--- src/stcl_pkg.sv ---
// Constants for the sensor trim configuration and lookup block.
// Assumes a single 10 MHz core clock and an EEPROM byte-read port outside.
package stcl_pkg;
  // ==========================================================
  // Trim register pointer codes
  localparam logic [3:0] STCL_PTR_CONFIG = 4'h0;
  localparam logic [3:0] STCL_PTR_OFFSET = 4'h1;
  localparam logic [3:0] STCL_PTR_OFF_TC = 4'h2;
  localparam logic [3:0] STCL_PTR_SPAN = 4'h3;
  localparam logic [3:0] STCL_PTR_SPAN_TC = 4'h4;
  // ==========================================================
  // Configuration word fields
  localparam int STCL_FREQ_MSB = 15;
  localparam int STCL_FREQ_LSB = 13;
  localparam int STCL_EXT_RES_BIT = 12;
  localparam int STCL_MHZ_BIT = 11;
  localparam int STCL_INV_BIT = 10;
  localparam int STCL_COARSE_POL_BIT = 9;
  localparam int STCL_COARSE_MSB = 8;
  localparam int STCL_COARSE_LSB = 6;
  localparam int STCL_GAIN_MSB = 5;
  localparam int STCL_GAIN_LSB = 2;
  localparam int STCL_OFF_POL_BIT = 1;
  localparam int STCL_OFFTC_POL_BIT = 0;
  // ==========================================================
  // Lookup table layout
  localparam logic [7:0] STCL_IDX_LOW_LAST = 8'h7F;
  localparam logic [7:0] STCL_IDX_HIGH_LAST = 8'hAF;
  localparam logic [9:0] STCL_OFF_LOW_BASE = 10'h000;
  localparam logic [9:0] STCL_SPAN_LOW_BASE = 10'h200;
  localparam logic [9:0] STCL_OFF_HIGH_BASE = 10'h100;
  localparam logic [9:0] STCL_SPAN_HIGH_BASE = 10'h1A0;
  localparam logic [7:0] STCL_LOCK_VALUE = 8'hFF;
  localparam logic [15:0] STCL_RESET_WORD = 16'h0000;
  localparam logic [7:0] STCL_GAIN_BASE = 8'd39;
  localparam logic [7:0] STCL_GAIN_STEP = 8'd13;
  typedef enum logic [2:0] {
    STCL_IDLE = 3'b000,
    STCL_OFF_LO = 3'b001,
    STCL_OFF_HI = 3'b010,
    STCL_SPAN_LO = 3'b011,
    STCL_SPAN_HI = 3'b100,
    STCL_APPLY = 3'b101
  } stcl_state_t;
endpackage : stcl_pkg

--- src/stcl_trim_bank.sv ---
// Calibration register bank with temperature-indexed lookup fetch.
// Assumes load strobes come from the serial command decoder on core_clk_i,
// and the EEPROM byte for the registered address is taken at the next edge.
`timescale 1ns/1ps
module stcl_trim_bank (
  input wire logic core_clk_i,
  input wire logic sys_rst_i,
  input wire logic load_i,
  input wire logic [3:0] trim_register_pointer_i,
  input wire logic [15:0] staging_word_i,
  input wire logic lockdown_load_i,
  input wire logic [7:0] temp_index_i,
  input wire logic fetch_start_i,
  input wire logic [7:0] eeprom_data_i,
  output logic [9:0] eeprom_addr_o,
  output logic eeprom_rd_o,
  output logic [15:0] analog_config_word_o,
  output logic [15:0] lockdown_word_o,
  output logic [15:0] offset_trim_dac_o,
  output logic [15:0] offset_tempco_dac_o,
  output logic [15:0] span_trim_dac_o,
  output logic [15:0] span_tempco_dac_o,
  output logic [2:0] freq_trim_bits_o,
  output logic external_resistor_select_o,
  output logic megahertz_pin_driver_on_o,
  output logic amp_input_invert_o,
  output logic coarse_offset_polarity_o,
  output logic [2:0] coarse_offset_magnitude_o,
  output logic [3:0] amp_gain_code_o,
  output logic [7:0] amp_gain_o,
  output logic offset_trim_polarity_o,
  output logic offset_tempco_polarity_o,
  output logic serial_enable_o,
  output logic out_to_amp_o,
  output logic fetch_busy_o
);
  import stcl_pkg::*;

  // ==========================================================
  // Register load
  logic [15:0] cfg_q, off_q, offtc_q, span_q, spantc_q, lock_q;
  logic [2:0] freq_q;
  logic ext_q, mhz_q, inv_q, cpol_q, opol_q, otpol_q, ser_q, route_q;
  logic [2:0] cmag_q;
  logic [3:0] gcode_q;
  logic [7:0] gain_q;
  wire ld_cfg = load_i && (trim_register_pointer_i == STCL_PTR_CONFIG);
  wire ld_off = load_i && (trim_register_pointer_i == STCL_PTR_OFFSET);
  wire ld_offtc = load_i && (trim_register_pointer_i == STCL_PTR_OFF_TC);
  wire ld_span = load_i && (trim_register_pointer_i == STCL_PTR_SPAN);
  wire ld_spantc = load_i && (trim_register_pointer_i == STCL_PTR_SPAN_TC);
  wire locked = lock_q[7:0] == STCL_LOCK_VALUE;
  wire [7:0] gain_d = STCL_GAIN_BASE + STCL_GAIN_STEP * {4'h0, cfg_q[STCL_GAIN_MSB:STCL_GAIN_LSB]};

  // ==========================================================
  // Lookup fetch sequencer
  stcl_state_t st_q, st_d;
  logic [9:0] addr_q;
  logic [7:0] lo_q;
  logic [15:0] off_fetch_q, span_fetch_q;
  logic busy_q, rd_q;
  logic [7:0] idx_q;
  // Index held for the whole fetch, so both pairs belong to one temperature
  wire [7:0] idx_use = (st_q == STCL_IDLE) ? temp_index_i : idx_q;
  wire idx_low = idx_use <= STCL_IDX_LOW_LAST;
  wire idx_ok = temp_index_i <= STCL_IDX_HIGH_LAST;
  wire [7:0] idx_hi = idx_use - 8'h80;
  // low range pairs, low byte at even address
  // high range pairs, low byte first
  wire [9:0] off_addr = idx_low ? (STCL_OFF_LOW_BASE + {1'b0, idx_use, 1'b0})
                                : (STCL_OFF_HIGH_BASE + {1'b0, idx_hi, 1'b0});
  wire [9:0] span_addr = idx_low ? (STCL_SPAN_LOW_BASE + {1'b0, idx_use, 1'b0})
                                 : (STCL_SPAN_HIGH_BASE + {1'b0, idx_hi, 1'b0});

  always_comb begin
    st_d = st_q;
    case (st_q)
      STCL_IDLE: if (fetch_start_i && idx_ok) st_d = STCL_OFF_LO;
      STCL_OFF_LO: st_d = STCL_OFF_HI;
      STCL_OFF_HI: st_d = STCL_SPAN_LO;
      STCL_SPAN_LO: st_d = STCL_SPAN_HI;
      STCL_SPAN_HI: st_d = STCL_APPLY;
      STCL_APPLY: st_d = STCL_IDLE;
      default: st_d = STCL_IDLE;
    endcase
  end

  // Address issued one state ahead of data capture
  always_ff @(posedge core_clk_i or posedge sys_rst_i) begin
    if (sys_rst_i) begin
      st_q <= STCL_IDLE;
      addr_q <= 10'h000;
      rd_q <= 1'b0;
      busy_q <= 1'b0;
      lo_q <= 8'h00;
      off_fetch_q <= 16'h0000;
      span_fetch_q <= 16'h0000;
      idx_q <= 8'h00;
    end else begin
      st_q <= st_d;
      idx_q <= idx_use;
      busy_q <= st_d != STCL_IDLE;
      rd_q <= (st_d != STCL_IDLE) && (st_d != STCL_APPLY);
      case (st_d)
        STCL_OFF_LO: addr_q <= off_addr;
        STCL_OFF_HI: addr_q <= off_addr + 10'h001;
        STCL_SPAN_LO: addr_q <= span_addr;
        STCL_SPAN_HI: addr_q <= span_addr + 10'h001;
        default: addr_q <= addr_q;
      endcase
      case (st_q)
        STCL_OFF_LO: lo_q <= eeprom_data_i;
        STCL_OFF_HI: off_fetch_q <= {eeprom_data_i, lo_q};
        STCL_SPAN_LO: lo_q <= eeprom_data_i;
        STCL_SPAN_HI: span_fetch_q <= {eeprom_data_i, lo_q};
        default: lo_q <= lo_q;
      endcase
    end
  end

  // ==========================================================
  // Calibration registers
  // five registers plus lockdown
  always_ff @(posedge core_clk_i or posedge sys_rst_i) begin
    if (sys_rst_i) begin
      cfg_q <= STCL_RESET_WORD;
      off_q <= STCL_RESET_WORD;
      offtc_q <= STCL_RESET_WORD;
      span_q <= STCL_RESET_WORD;
      spantc_q <= STCL_RESET_WORD;
      lock_q <= STCL_RESET_WORD;
    end else begin
      // whole word stored; host keeps trim bits intact
      if (ld_cfg) cfg_q <= staging_word_i;
      // lookup result wins over a same-cycle load
      if (st_q == STCL_APPLY) off_q <= off_fetch_q;
      else if (ld_off) off_q <= staging_word_i;
      if (ld_offtc) offtc_q <= staging_word_i;
      if (st_q == STCL_APPLY) span_q <= span_fetch_q;
      else if (ld_span) span_q <= staging_word_i;
      if (ld_spantc) spantc_q <= staging_word_i;
      if (lockdown_load_i) lock_q <= staging_word_i;
    end
  end

  // Decoded fields registered so every output is a flop
  always_ff @(posedge core_clk_i or posedge sys_rst_i) begin
    if (sys_rst_i) begin
      freq_q <= 3'b000;
      ext_q <= 1'b0;
      mhz_q <= 1'b0;
      inv_q <= 1'b0;
      cpol_q <= 1'b0;
      cmag_q <= 3'b000;
      gcode_q <= 4'h0;
      gain_q <= STCL_GAIN_BASE;
      opol_q <= 1'b0;
      otpol_q <= 1'b0;
      ser_q <= 1'b1;
      route_q <= 1'b0;
    end else begin
      freq_q <= cfg_q[STCL_FREQ_MSB:STCL_FREQ_LSB];
      ext_q <= cfg_q[STCL_EXT_RES_BIT];
      mhz_q <= cfg_q[STCL_MHZ_BIT];
      inv_q <= cfg_q[STCL_INV_BIT];
      cpol_q <= cfg_q[STCL_COARSE_POL_BIT];
      cmag_q <= cfg_q[STCL_COARSE_MSB:STCL_COARSE_LSB];
      gcode_q <= cfg_q[STCL_GAIN_MSB:STCL_GAIN_LSB];
      gain_q <= gain_d;
      opol_q <= cfg_q[STCL_OFF_POL_BIT];
      otpol_q <= cfg_q[STCL_OFFTC_POL_BIT];
      ser_q <= !locked;
      route_q <= locked;
    end
  end

  assign eeprom_addr_o = addr_q;
  assign eeprom_rd_o = rd_q;
  assign fetch_busy_o = busy_q;
  assign analog_config_word_o = cfg_q;
  assign lockdown_word_o = lock_q;
  assign offset_trim_dac_o = off_q;
  assign offset_tempco_dac_o = offtc_q;
  assign span_trim_dac_o = span_q;
  assign span_tempco_dac_o = spantc_q;
  assign freq_trim_bits_o = freq_q;
  assign external_resistor_select_o = ext_q;
  assign megahertz_pin_driver_on_o = mhz_q;
  assign amp_input_invert_o = inv_q;
  assign coarse_offset_polarity_o = cpol_q;
  assign coarse_offset_magnitude_o = cmag_q;
  assign amp_gain_code_o = gcode_q;
  assign amp_gain_o = gain_q;
  assign offset_trim_polarity_o = opol_q;
  assign offset_tempco_polarity_o = otpol_q;
  assign serial_enable_o = ser_q;
  assign out_to_amp_o = route_q;
endmodule : stcl_trim_bank

--- config.mk ---
export PLATFORM = sky130hd
export DESIGN_NAME = stcl_trim_bank
export DESIGN_NICKNAME = d
export VERILOG_FILES = /design/src/stcl_pkg.sv /design/src/stcl_trim_bank.sv
export SDC_FILE = /design/constraint.sdc
export NUM_CORES = 1
export LEC_CHECK = 0
export ABC_AREA = 1
export BUFFER_PORTS_ARGS = -buffer_cell sky130_fd_sc_hd__buf_2
export CORE_ASPECT_RATIO = 0.5
export CORE_MARGIN = 3
export CORE_UTILIZATION = 48
export CTS_BUF_LIST = sky130_fd_sc_hd__clkbuf_16
export CTS_CLUSTER_DIAMETER = 120
export DETAILED_ROUTE_END_ITERATION = 12
export PLACE_DENSITY = 0.75
export SLEW_MARGIN = 10
export SYNTH_ARGS = -nofsm -noshare
export SYNTH_HDL_FRONTEND = slang
export SYNTH_SLANG_ARGS = --single-unit
--- constraint.sdc ---
create_clock -name core_clk_i -period 6.45 [get_ports core_clk_i]
set_input_delay 1.29 -clock core_clk_i [delete_from_list [all_inputs] [get_ports core_clk_i]]
set_output_delay 1.29 -clock core_clk_i [all_outputs]
set_load 0.005 [all_outputs]
Word-level counts from Yosys, hierarchy flattened
Cells that the tools add are included.
{ "classes": {"reduce_logical": 15, "addsub": 7, "multipliers": 1, "muxes": 10, "bitwise_logic": 0, "n_eq_ne": 15, "shift": 0, "n_div": 0, "order_cmp": 2} }
{ "ops": {"columns": ["cell", "n"], "rows": [
  ["$mux W16", 4],
  ["$pmux W10 S4", 1],
  ["$add A10 B1 Y10 const B", 2],
  ["$add A9 B9 Y10 const A", 2],
  ["$mux W10", 2],
  ["$pmux W3 S5", 1],
  ["$eq A3 B2 Y1 const B", 4],
  ["$add A10 B9 Y10 const A", 1],
  ["$eq A3 B3 Y1 const B", 3],
  ["$add A6 B8 Y8 const A", 1],
  ["$eq A4 B2 Y1 const B", 2],
  ["$eq A8 B8 Y1 const B", 1],
  ["$le A8 B7 Y1 const B", 1],
  ["$le A8 B8 Y1 const B", 1],
  ["$mul A4 B4 Y8 const A", 1],
  ["$mux W8", 1],
  ["$sub A8 B8 Y8 const B", 1],
  ["$logic_and A1 B1 Y1", 7],
  ["$eq A3 B1 Y1 const B", 2],
  ["$eq A4 B1 Y1 const B", 1],
  ["$eq A4 B3 Y1 const B", 1],
  ["$logic_not A4 Y1", 1],
  ["$reduce_bool A2 Y1", 2],
  ["$reduce_bool A4 Y1", 1],
  ["other kinds (6)", 6]
]} }
{ "totals": {"mem_bits_ro": 0, "out_inout_bits": 134, "reg_bits": 185, "wordCells": 76, "memories": 0, "latch_bits": 0, "input_bits": 41, "mem_bits_rw": 0} }

Logic depth before layout (Yosys ltp)
Gate-level depths: netlist (run 1).
{ "depth": {"word_depth": 7, "mapped_depth": 13} }

Worst setup path before layout (run 1)
OpenSTA, ideal clock, no wires.
{ "synth_timing": {"kind": "reg2reg", "startpoint": "register cfg_q[3] (netlist: analog_config_word_o[3])", "endpoint": "register gain_q[6] (netlist: amp_gain_o[6])", "arrival_ns": 2.233, "required_time_ns": 6.333, "slack_ns": 4.101, "n_path_buf": 0, "path_stages_with_launch": 13, "path_cell_list": "dfrtp_1 -> ha_1 -> inv_1 -> fa_1 -> inv_1 -> ha_1 -> nand2_1 -> o21ai_0 -> inv_1 -> o21ai_0 -> inv_1 -> nand2_1 -> nand2_1"} }
{ "synth_between": {"elab_chain_len": 2} }
{ "synth_lines": {"columns": ["element", "line_no", "source"], "rows": [
  ["from (decl)", "stcl_trim_bank.sv:41", "logic [15:0] cfg_q, off_q, offtc_q, span_q, spantc_q, lock_q;"],
  ["from (signal assigned)", "stcl_trim_bank.sv:134", "if (ld_cfg) cfg_q <= staging_word_i;"],
  ["$mul A4 B4 Y8", "stcl_trim_bank.sv:53", "wire [7:0] gain_d = STCL_GAIN_BASE + STCL_GAIN_STEP * {4'h0, cfg_q[STCL_GAIN_MSB:STCL_GAIN_LSB]};"],
  ["$add A6 B8 Y8", "stcl_trim_bank.sv:53", null],
  ["net gain_d[6]", "stcl_trim_bank.sv:53", null],
  ["to (signal assigned)", "stcl_trim_bank.sv:169", "gain_q <= gain_d;"],
  ["to (decl)", "stcl_trim_bank.sv:46", "logic [7:0] gain_q;"]
]} }
The timed path passes the listed nets, and every way through them passes these cells.
A chain may end at the register's enable or synchronous reset.

Worst setup path in the final report (run 1)
{ "layout_timing": {"startpoint": "input trim_register_pointer_i[1]", "endpoint": "register spantc_q[12] (netlist: span_tempco_dac_o[12])"} }
{ "layout_between": {"elab_chain_len": 2} }
{ "layout_lines": {"columns": ["element", "line_no", "source"], "rows": [
  ["from (decl)", "stcl_trim_bank.sv:9", "input wire logic [3:0] trim_register_pointer_i,"],
  ["$eq A4 B3 Y1", "stcl_trim_bank.sv:51", "wire ld_spantc = load_i && (trim_register_pointer_i == STCL_PTR_SPAN_TC);"],
  ["$logic_and A1 B1 Y1", "stcl_trim_bank.sv:51", null],
  ["to (signal assigned)", "stcl_trim_bank.sv:141", "if (ld_spantc) spantc_q <= staging_word_i;"],
  ["to (decl)", "stcl_trim_bank.sv:41", null]
]} }
Every way passes these cells.

==> metrics.txt, run 1 <==
# TYPE chip_impl_metric gauge
chip_impl_info{name="result_of_the_run",value="completed"} 1
chip_impl_metric{name="clk_pin_slew_worst_paths",unit="ns"} 0.07
chip_impl_metric{name="nets",unit=""} 980
chip_impl_metric{name="buffer_ports.inserted",unit=""} 174
chip_impl_metric{name="vdd.ir_drop.worst",unit="mV"} 0.2498
chip_impl_metric{name="slew_headroom",unit=""} 0.2308
chip_impl_info{name="start_kind",value="input pin"} 1
chip_impl_info{name="crit_chain",value="buf_2 -> nor2_2 -> nand4_1 -> o21ai_0"} 1
chip_impl_metric{name="cts_resized",unit=""} 0
chip_impl_metric{name="post-place-cells",unit=""} 1098
chip_impl_metric{name="floorplan.io_pins",unit=""} 175
chip_impl_info{name="worst_r2r_startpoint",value="analog_config_word_o[3]$_DFFE_PP0P_"} 1
chip_impl_metric{name="first_pass_grt_wire_length",unit="microns"} 28080
chip_impl_info{name="crit_path_end",value="span_tempco_dac_o[12]$_DFFE_PP0P_"} 1
chip_impl_info{name="rsz0062_at_grt",value="false"} 1
chip_impl_metric{name="yosysWarningCount",unit=""} 0
chip_impl_metric{name="dr_total_vias",unit=""} 5701
chip_impl_info{name="worst_min_delay_path_class",value="flip-flop to flip-flop"} 1
chip_impl_info{name="family_with_the_most_delay_on_the_worst_path",value="simple AND/OR/NAND/NOR gates"} 1
chip_impl_metric{name="track_usage",unit=""} 0.2071
chip_impl_info{name="worstSetupStartpoint",value="trim_register_pointer_i[1]"} 1
chip_impl_info{name="slowest_stage",value="nand4_1"} 1
chip_impl_metric{name="drt.antenna.violating_nets",unit=""} 0
chip_impl_metric{name="final-max-slew-violation-count",unit=""} 0
chip_impl_metric{name="cp.required",unit="ns"} 6.74
chip_impl_metric{name="instances_no_fill",unit=""} 1129
chip_impl_info{name="tritoncts_clock_tree",value="done"} 1
chip_impl_metric{name="fill_cells",unit=""} 1320
chip_impl_metric{name="fin_tns_setup",unit="ns"} 0
chip_impl_metric{name="critical-path-max-stage-delay",unit="ns"} 0.89
chip_impl_metric{name="wire_per_inst",unit="microns"} 15.33
chip_impl_metric{name="vias_per_cell",unit=""} 5.050
chip_impl_metric{name="ff2ff_path_depth",unit=""} 12
chip_impl_metric{name="timing.max_cap.violations",unit=""} 0
chip_impl_metric{name="initial_core_util",unit=""} 0.5019
chip_impl_metric{name="worstPathArrival",unit="ns"} 2.99
chip_impl_metric{name="cts_htree_levels",unit=""} 4
chip_impl_metric{name="postSynthAreaPerCell",unit="sq um"} 9.864
chip_impl_metric{name="design.die.area",unit="sq um"} 17110
chip_impl_metric{name="portion_of_the_clock_cycle_consumed_by_the_worst_path_in_the_final_layout",unit=""} 0.4184
chip_impl_metric{name="largest_net_degree_at_the_start_of_global_routing",unit=""} 115
chip_impl_metric{name="syn_nets",unit=""} 815
chip_impl_metric{name="holdBufCountCts",unit=""} 0
chip_impl_metric{name="dieHeight",unit="microns"} 94.02
chip_impl_metric{name="globalRoute.totalOverflow",unit=""} 0
chip_impl_metric{name="clkLatencyLatePin",unit="ns"} 0.42
chip_impl_metric{name="place_hpwl",unit="microns"} 12430
chip_impl_metric{name="area.growth.synth_to_final",unit="%"} 20.86
chip_impl_metric{name="synthesis.instances",unit=""} 754
chip_impl_metric{name="n_antenna_cell",unit=""} 0
chip_impl_metric{name="gpl.final_weighted_congestion",unit=""} 0.8548
chip_impl_metric{name="critical_path_peak_fanout",unit=""} 32
chip_impl_metric{name="fmaxAchievable",unit="GHz"} 0.3705
chip_impl_metric{name="grt_antenna_before_repair",unit=""} 0
chip_impl_metric{name="critPathBufInv",unit=""} 1
chip_impl_metric{name="die_w",unit="microns"} 182.0
chip_impl_metric{name="leakage_power",unit="nW"} 4.750
chip_impl_metric{name="layout-drive-gt1-share",unit=""} 0.2481
chip_impl_metric{name="cts_num_sinks",unit=""} 185
chip_impl_metric{name="seqCellArea",unit="sq um"} 4636
chip_impl_metric{name="post-cts-setup-buffers",unit=""} 0
chip_impl_metric{name="first_global_vias",unit=""} 5516
chip_impl_metric{name="numCtsBuffers",unit=""} 17
chip_impl_metric{name="clock_path_buffers",unit=""} 2
chip_impl_metric{name="detail_route.drc_violations",unit=""} 0
chip_impl_metric{name="power_per_cell_area",unit="nW/um^2"} 447.8
chip_impl_metric{name="hold_violations",unit=""} 0
chip_impl_metric{name="seq_area_frac_synth",unit=""} 0.6233
chip_impl_metric{name="drtPass1Iterations",unit=""} 5
chip_impl_metric{name="yosys_register_bits",unit=""} 185
chip_impl_metric{name="setup_violations",unit=""} 0
chip_impl_metric{name="r2r_slack",unit="ns"} 3.83
chip_impl_metric{name="routed_wl",unit="microns"} 17300
chip_impl_metric{name="combined_area_of_all_synthesized_cells",unit="sq um"} 7437
chip_impl_info{name="r2r_end",value="amp_gain_o[7]$_DFF_PP0_"} 1
chip_impl_info{name="cp-end-kind",value="flip-flop"} 1
chip_impl_metric{name="final.setup_skew",unit="ns"} 0.009217
chip_impl_metric{name="critical_path_depth",unit=""} 4
chip_impl_metric{name="multi_input_logic_area",unit="sq um"} 2356
chip_impl_metric{name="rows",unit=""} 31
chip_impl_metric{name="synth.lib_cells_used.distinct",unit=""} 34
chip_impl_info{name="critPathKind",value="input pin to flip-flop"} 1
chip_impl_metric{name="drtIter0Drc",unit=""} 339
chip_impl_metric{name="finish.utilization",unit=""} 0.6067
chip_impl_metric{name="layout_min_cycle_time",unit="ns"} 2.699
chip_impl_metric{name="core-area",unit="sq um"} 14820
chip_impl_metric{name="slew_at_the_pin_closest_to_its_max_slew_limit",unit="ns"} 1.150
chip_impl_info{name="cts-root-buf",value="clkbuf_16"} 1
-- worst min path at each step --
| stage | from | end | slack [ns] | cells after the start |
|---|---|---|---|---|
| floorplan | analog_config_word_o[10]$_DFFE_PP0P_ | amp_input_invert_o$_DFF_PP0_ | 0.40 | 0 |
| global placement | analog_config_word_o[13]$_DFFE_PP0P_ | freq_trim_bits_o[0]$_DFF_PP0_ | 0.39 | 0 |
| detailed placement | analog_config_word_o[1]$_DFFE_PP0P_ | offset_trim_polarity_o$_DFF_PP0_ | 0.40 | 0 |
| CTS | analog_config_word_o[9]$_DFFE_PP0P_ | coarse_offset_polarity_o$_DFF_PP0_ | 0.41 | 0 |
| global route | analog_config_word_o[1]$_DFFE_PP0P_ | offset_trim_polarity_o$_DFF_PP0_ | 0.41 | 0 |
| finish | analog_config_word_o[9]$_DFFE_PP0P_ | coarse_offset_polarity_o$_DFF_PP0_ | 0.40 | 0 |
-- metal layers --
layer  vias up  global-route usage  wire length [microns]  part of all wire
met5         -                   0                      0                 0
met4         0             0.07410                    355             0.021
met3        35             0.03983                    854             0.049
met2       157              0.3436                   8394              0.49
met1      2749              0.2757                   7699              0.44
li1       2760                   -                      -                 -
-- cell type report --
type | instances | area share
sequential | 185 | 0.5157
clock inverter | 14 | 0.01643
multi-input combinational | 462 | 0.2621
timing repair buffer | 175 | 0.09772
clock buffer | 17 | 0.04733
tap | 198 | 0.02756
inverter | 78 | 0.03313
-- where the power goes --
| part | internal [mW] | leakage [nW] | switching (mW) | total [mW] |
|---|---|---|---|---|
| Sequential | 1.57 | 2.28 | 0.232 | 1.81 |
| Clock | 0.571 | 0.272 | 0.443 | 1.01 |
| Combinational | 0.490 | 2.20 | 0.714 | 1.20 |
-- cells in the mapped netlist, drive strengths merged --
cell type  number  share of area
nor2           23          0.015
nand2         243           0.13
o211ai         33          0.033
dfrtp         180           0.61
ha             17          0.029
nor4            1        0.00084
inv            78          0.039
o21ai          96          0.065
o21bai          1         0.0010
nand3b          2         0.0020
a22oi           1         0.0010
buf            12          0.012
xor2            2         0.0024
nand3          11         0.0081
clkbuf         17         0.0086
nand4           8         0.0067
dfstp           5          0.018
a31oi           1        0.00084
xnor2           2         0.0024
nor3            1        0.00067
fa              3         0.0081
a21oi          17          0.013
-- through the flow --
step | hold WS (ns) | total power [mW] | instance area (sq um) | setup slack [ns]
CTS | 0.4051 | 4.072 | 8989 | 3.726
detailed placement | 0.3964 | 3.038 | 8416 | 3.317
global placement | 0.3856 | 2.979 | 8416 | 3.380
global route | 0.4134 | 4.334 | 8989 | 3.489
finish | 0.4012 | 4.025 | 8989 | 3.751
floorplan | 0.3961 | 2.565 | 7437 | 0.1396
-- cells by family after synthesis --
| group | after synthesis | share of synthesized area |
|---|---|---|
| compound gates | 149 | 0.1142 |
| xor+xnor | 4 | 0.004711 |
| simple gates | 289 | 0.1612 |
| fa+ha+maj | 20 | 0.03668 |
| flops | 185 | 0.6233 |
| buf+inv | 107 | 0.05989 |
-- flip-flops by register name, summed over array words and instances (netlist names), 16 cells and up --
register / flops
span_tempco_dac_o: 16
analog_config_word_o: 16
offset_tempco_dac_o: 16
off_fetch_q: 16
lockdown_word_o: 16
span_fetch_q: 16
span_trim_dac_o: 16
offset_trim_dac_o: 16
-- layout by cell type (no fill, tap or decap), types with 3 or more instances in the layout --
master      count
inv_6           5
a21oi_1        16
fa_1            3
nand4_1         8
nor2_1         19
inv_1          71
inv_2           6
dfrtp_1       180
buf_2         174
nand2_2         5
o21ai_0        89
clkbuf_16      17
o211ai_1       33
nand3_1        10
nand2_4         3
nand2_1       235
ha_1           17
clkinvlp_4      3
dfstp_2         5
o21ai_1         6
No activity file was read; power rests on OpenSTA's default activity.
==> run 2, diff against run 1 <==
--- a/config.mk
+++ b/config.mk
@@ -5,7 +5,7 @@
 export SDC_FILE = /design/constraint.sdc
 export NUM_CORES = 1
 export LEC_CHECK = 0
-export ABC_AREA = 1
+export ABC_AREA = 0
 export BUFFER_PORTS_ARGS = -buffer_cell sky130_fd_sc_hd__buf_2
 export CORE_ASPECT_RATIO = 0.5
 export CORE_MARGIN = 3
==> constraint.sdc (replaced) <==
create_clock -name core_clk_i -period 2.47 [get_ports core_clk_i]
set_input_delay 0.494 -clock core_clk_i [delete_from_list [all_inputs] [get_ports core_clk_i]]
set_output_delay 0.494 -clock core_clk_i [all_outputs]
set_load 0.005 [all_outputs]
==> metrics.txt, run 2 <==
# TYPE chip_impl_metric gauge
chip_impl_info{name="synth_largest_area_cell",value="dfrtp_1"} 1
chip_impl_metric{name="drtIter0Drc",unit=""} 322
chip_impl_info{name="synth_top_family_by_area",value="multiplexers"} 1
chip_impl_metric{name="n_antenna_cell",unit=""} 0
chip_impl_info{name="final_common_cell",value="dfrtp_1"} 1
chip_impl_metric{name="layout-drive-gt1-share",unit=""} 0.4710
chip_impl_metric{name="clk_pin_slew_worst_paths",unit="ns"} 0.07
chip_impl_metric{name="largest_net_degree_at_the_start_of_global_routing",unit=""} 106
chip_impl_metric{name="layout_min_cycle_time",unit="ns"} 2.391
chip_impl_metric{name="final-max-slew-violation-count",unit=""} 0
chip_impl_metric{name="initial_core_util",unit=""} 0.5066
chip_impl_metric{name="adder_cell_share_of_the_synthesized_area",unit=""} 0.03615
chip_impl_metric{name="critical-path-max-stage-delay",unit="ns"} 0.47
chip_impl_metric{name="hold_violations",unit=""} 0
chip_impl_metric{name="grt_antenna_before_repair",unit=""} 3
chip_impl_metric{name="syn_nets",unit=""} 617
chip_impl_metric{name="yosys_register_bits",unit=""} 185
chip_impl_metric{name="drt.antenna.violating_nets",unit=""} 0
chip_impl_metric{name="synth.mux.area_fraction",unit=""} 0.1991
chip_impl_metric{name="postSynthAreaPerCell",unit="sq um"} 13.57
chip_impl_metric{name="first_global_vias",unit=""} 5211
chip_impl_metric{name="cts_num_sinks",unit=""} 185
chip_impl_metric{name="power_per_cell_area",unit="nW/um^2"} 1221
chip_impl_metric{name="nets",unit=""} 806
chip_impl_metric{name="instances_no_fill",unit=""} 956
chip_impl_metric{name="post_synth_xor_area_fraction",unit=""} 0.008125
chip_impl_metric{name="final_area",unit="sq um"} 9354
chip_impl_metric{name="slew_headroom",unit=""} 0.5845
chip_impl_metric{name="clkLatencyLatePin",unit="ns"} 0.42
chip_impl_metric{name="floorplan.io_pins",unit=""} 175
chip_impl_metric{name="final.setup_skew",unit="ns"} 0.01508
chip_impl_metric{name="detail_route.drc_violations",unit=""} 0
chip_impl_metric{name="place_hpwl",unit="microns"} 12130
chip_impl_metric{name="drtPass1Iterations",unit=""} 4
chip_impl_metric{name="leakage_power",unit="nW"} 4.668
chip_impl_info{name="yosys.cell_count.top_type",value="dfrtp_1"} 1
chip_impl_metric{name="synthesis.instances",unit=""} 556
chip_impl_metric{name="rows",unit=""} 31
chip_impl_metric{name="globalRoute.totalOverflow",unit=""} 0
chip_impl_info{name="critPathKind",value="flip-flop to flip-flop"} 1
chip_impl_metric{name="cp.required",unit="ns"} 2.81
chip_impl_metric{name="numCtsBuffers",unit=""} 17
chip_impl_metric{name="post-place-cells",unit=""} 923
chip_impl_metric{name="holdBufCountCts",unit=""} 0
chip_impl_metric{name="timing.max_cap.violations",unit=""} 0
chip_impl_metric{name="dieHeight",unit="microns"} 94.66
chip_impl_metric{name="synth.lib_cells_used.distinct",unit=""} 47
chip_impl_metric{name="design.die.area",unit="sq um"} 17350
chip_impl_metric{name="worstPathArrival",unit="ns"} 2.73
chip_impl_info{name="cp-end-kind",value="flip-flop"} 1
chip_impl_info{name="yosys_most_used_dff",value="dfrtp_1"} 1
chip_impl_metric{name="setup_violations",unit=""} 0
chip_impl_metric{name="yosysWarningCount",unit=""} 0
chip_impl_info{name="crit_chain",value="buf_4 -> ha_1 -> inv_1 -> fa_1 -> inv_1 -> ha_4 -> a21o_1 -> a221oi_2 -> xor2_1"} 1
chip_impl_metric{name="gpl.final_weighted_congestion",unit=""} 0.8881
chip_impl_metric{name="clock_path_buffers",unit=""} 2
chip_impl_info{name="result_of_the_run",value="completed"} 1
chip_impl_metric{name="fin_tns_setup",unit="ns"} 0
chip_impl_metric{name="slew_at_the_pin_closest_to_its_max_slew_limit",unit="ns"} 0.6233
chip_impl_metric{name="fmaxAchievable",unit="GHz"} 0.4182
chip_impl_metric{name="synth.top_cell.area_share",unit=""} 0.5969
chip_impl_metric{name="vias_per_cell",unit=""} 5.272
chip_impl_info{name="slowest_stage",value="fa_1"} 1
chip_impl_metric{name="buffer_ports.inserted",unit=""} 174
chip_impl_metric{name="vdd.ir_drop.worst",unit="mV"} 0.6775
chip_impl_info{name="synth_top_cells_by_area",value="dfrtp_1 (60%), mux2_2 (16%), mux2i_1 (4.2%), ha_1 (2.8%), a21oi_1 (2.4%)"} 1
chip_impl_metric{name="combined_area_of_all_synthesized_cells",unit="sq um"} 7546
chip_impl_info{name="cts-root-buf",value="clkbuf_16"} 1
chip_impl_metric{name="dpl-instance-area",unit="sq um"} 8698
chip_impl_metric{name="seq_area_frac_synth",unit=""} 0.6143
chip_impl_info{name="cp_common_cell",value="inv_1"} 1
chip_impl_metric{name="track_usage",unit=""} 0.2054
chip_impl_info{name="synth_top_cells_by_count",value="dfrtp_1 (180), mux2_2 (105), nor2_1 (41)"} 1
chip_impl_info{name="start_kind",value="flip-flop"} 1
chip_impl_metric{name="power.total",unit="mW"} 11.42
chip_impl_info{name="mostFrequentLayoutCells",value="dfrtp_1 (180), buf_2 (174), mux2_2 (105)"} 1
chip_impl_metric{name="cts_htree_levels",unit=""} 4
chip_impl_metric{name="wire_per_inst",unit="microns"} 18.07
chip_impl_metric{name="synth-compound-area-share",unit=""} 0.05439
chip_impl_metric{name="number_of_synthesized_flops_with_an_enable_pin",unit=""} 0
chip_impl_info{name="worst_min_delay_path_class",value="input pin to async pin"} 1
chip_impl_info{name="tritoncts_clock_tree",value="done"} 1
chip_impl_metric{name="synth-simple-area-share",unit=""} 0.05837
chip_impl_metric{name="dr_total_vias",unit=""} 5040
chip_impl_metric{name="first_pass_grt_wire_length",unit="microns"} 27820
chip_impl_metric{name="die_w",unit="microns"} 183.3
chip_impl_metric{name="critical_path_peak_fanout",unit=""} 6
chip_impl_metric{name="routed_wl",unit="microns"} 17270
chip_impl_metric{name="fill_cells",unit=""} 1176
chip_impl_metric{name="core-area",unit="sq um"} 14890
chip_impl_metric{name="portion_of_the_clock_cycle_consumed_by_the_worst_path_in_the_final_layout",unit=""} 0.9681
chip_impl_metric{name="synthArstFlopShare",unit=""} 1.000
chip_impl_metric{name="area.growth.synth_to_final",unit="%"} 23.96
[run 2: repair_timing]
action	4_1_cts	5_1_grt
pin swaps	0	4
endpoints found under the setup margin	1	1
setup buffers	0	1
resized for setup	1	7
[run 2: metal layers]
layer / wire [microns] / global-route usage
met1: 7710 / 0.2701
met2: 8535 / 0.3457
met3: 734 / 0.04540
met4: 256 / 0.06523
met5: 34 / 0
[run 2: final timing paths]
check	startpoint	endpoint	slack (ns)	depth (start not counted)
setup reg to reg	analog_config_word_o[3]$_DFFE_PP0P_	amp_gain_o[7]$_DFF_PP0_	0.08	9
min in group core_clk_i	temp_index_i[0]	idx_q[0]$_DFF_PP0_	0.29	3
hold / removal	sys_rst_i	analog_config_word_o[13]$_DFFE_PP0P_	0.21	3
hold reg to reg	analog_config_word_o[8]$_DFFE_PP0P_	coarse_offset_magnitude_o[2]$_DFF_PP0_	0.40	0
max in group asynchronous	sys_rst_i	eeprom_addr_o[9]$_DFFE_PP0P_	1.77	3
setup / recovery	analog_config_word_o[3]$_DFFE_PP0P_	amp_gain_o[7]$_DFF_PP0_	0.08	9
[run 2: area by class of cell]
cell class / count / area (sq um) / share of cell area
Clock inverter: 15 / 151.4 / 0.01619
Inverter: 22 / 86.33 / 0.009230
Multi-Input combinational cell: 323 / 2759 / 0.2949
Sequential cell: 185 / 4636 / 0.4956
Tap cell: 198 / 247.7 / 0.02648
Clock buffer: 17 / 425.4 / 0.04548
Timing Repair Buffer: 196 / 1049 / 0.1121
[run 2: logic make-up after synthesis]
kind of cell | after synthesis
xor+xnor | 7
compound gates | 65
flops | 185
mux | 137
fa+ha+maj | 20
simple gates | 94
buf+inv | 48
[run 2: metrics by stage]
| stage | utilization | worst slack [ns] | hold WS (ns) |
|---|---|---|---|
| 2_1_floorplan | - | -0.3984 | 0.3907 |
| 3_3_place_gp | 0.5840 | 0.07399 | 0.3790 |
| 3_5_place_dp | 0.5840 | -0.06525 | 0.3768 |
| 4_1_cts | 0.6232 | 0.0008133 | 0.2019 |
| 5_1_grt | 0.6280 | -0.01057 | 0.2161 |
| 6_report | 0.6280 | 0.07874 | 0.2098 |
[run 2: worst max-delay path, delay by kind of cell, from the launching register on]
| family | cells | cell delay [ns] |
|---|---|---|
| XOR/XNOR | 1 | 0.16 |
| AO/OA/AOI/OAI | 2 | 0.47 |
| adder cells (fa/ha/maj) | 3 | 1.01 |
| flip-flops | 1 | 0.38 |
| buffers and inverters | 3 | 0.29 |
[run 2: report_power, final]
group          internal, mW  switching, mW
Clock                  1.50           1.16
Sequential             4.21          0.645
Combinational          2.04           1.88
Total                  7.75           3.68
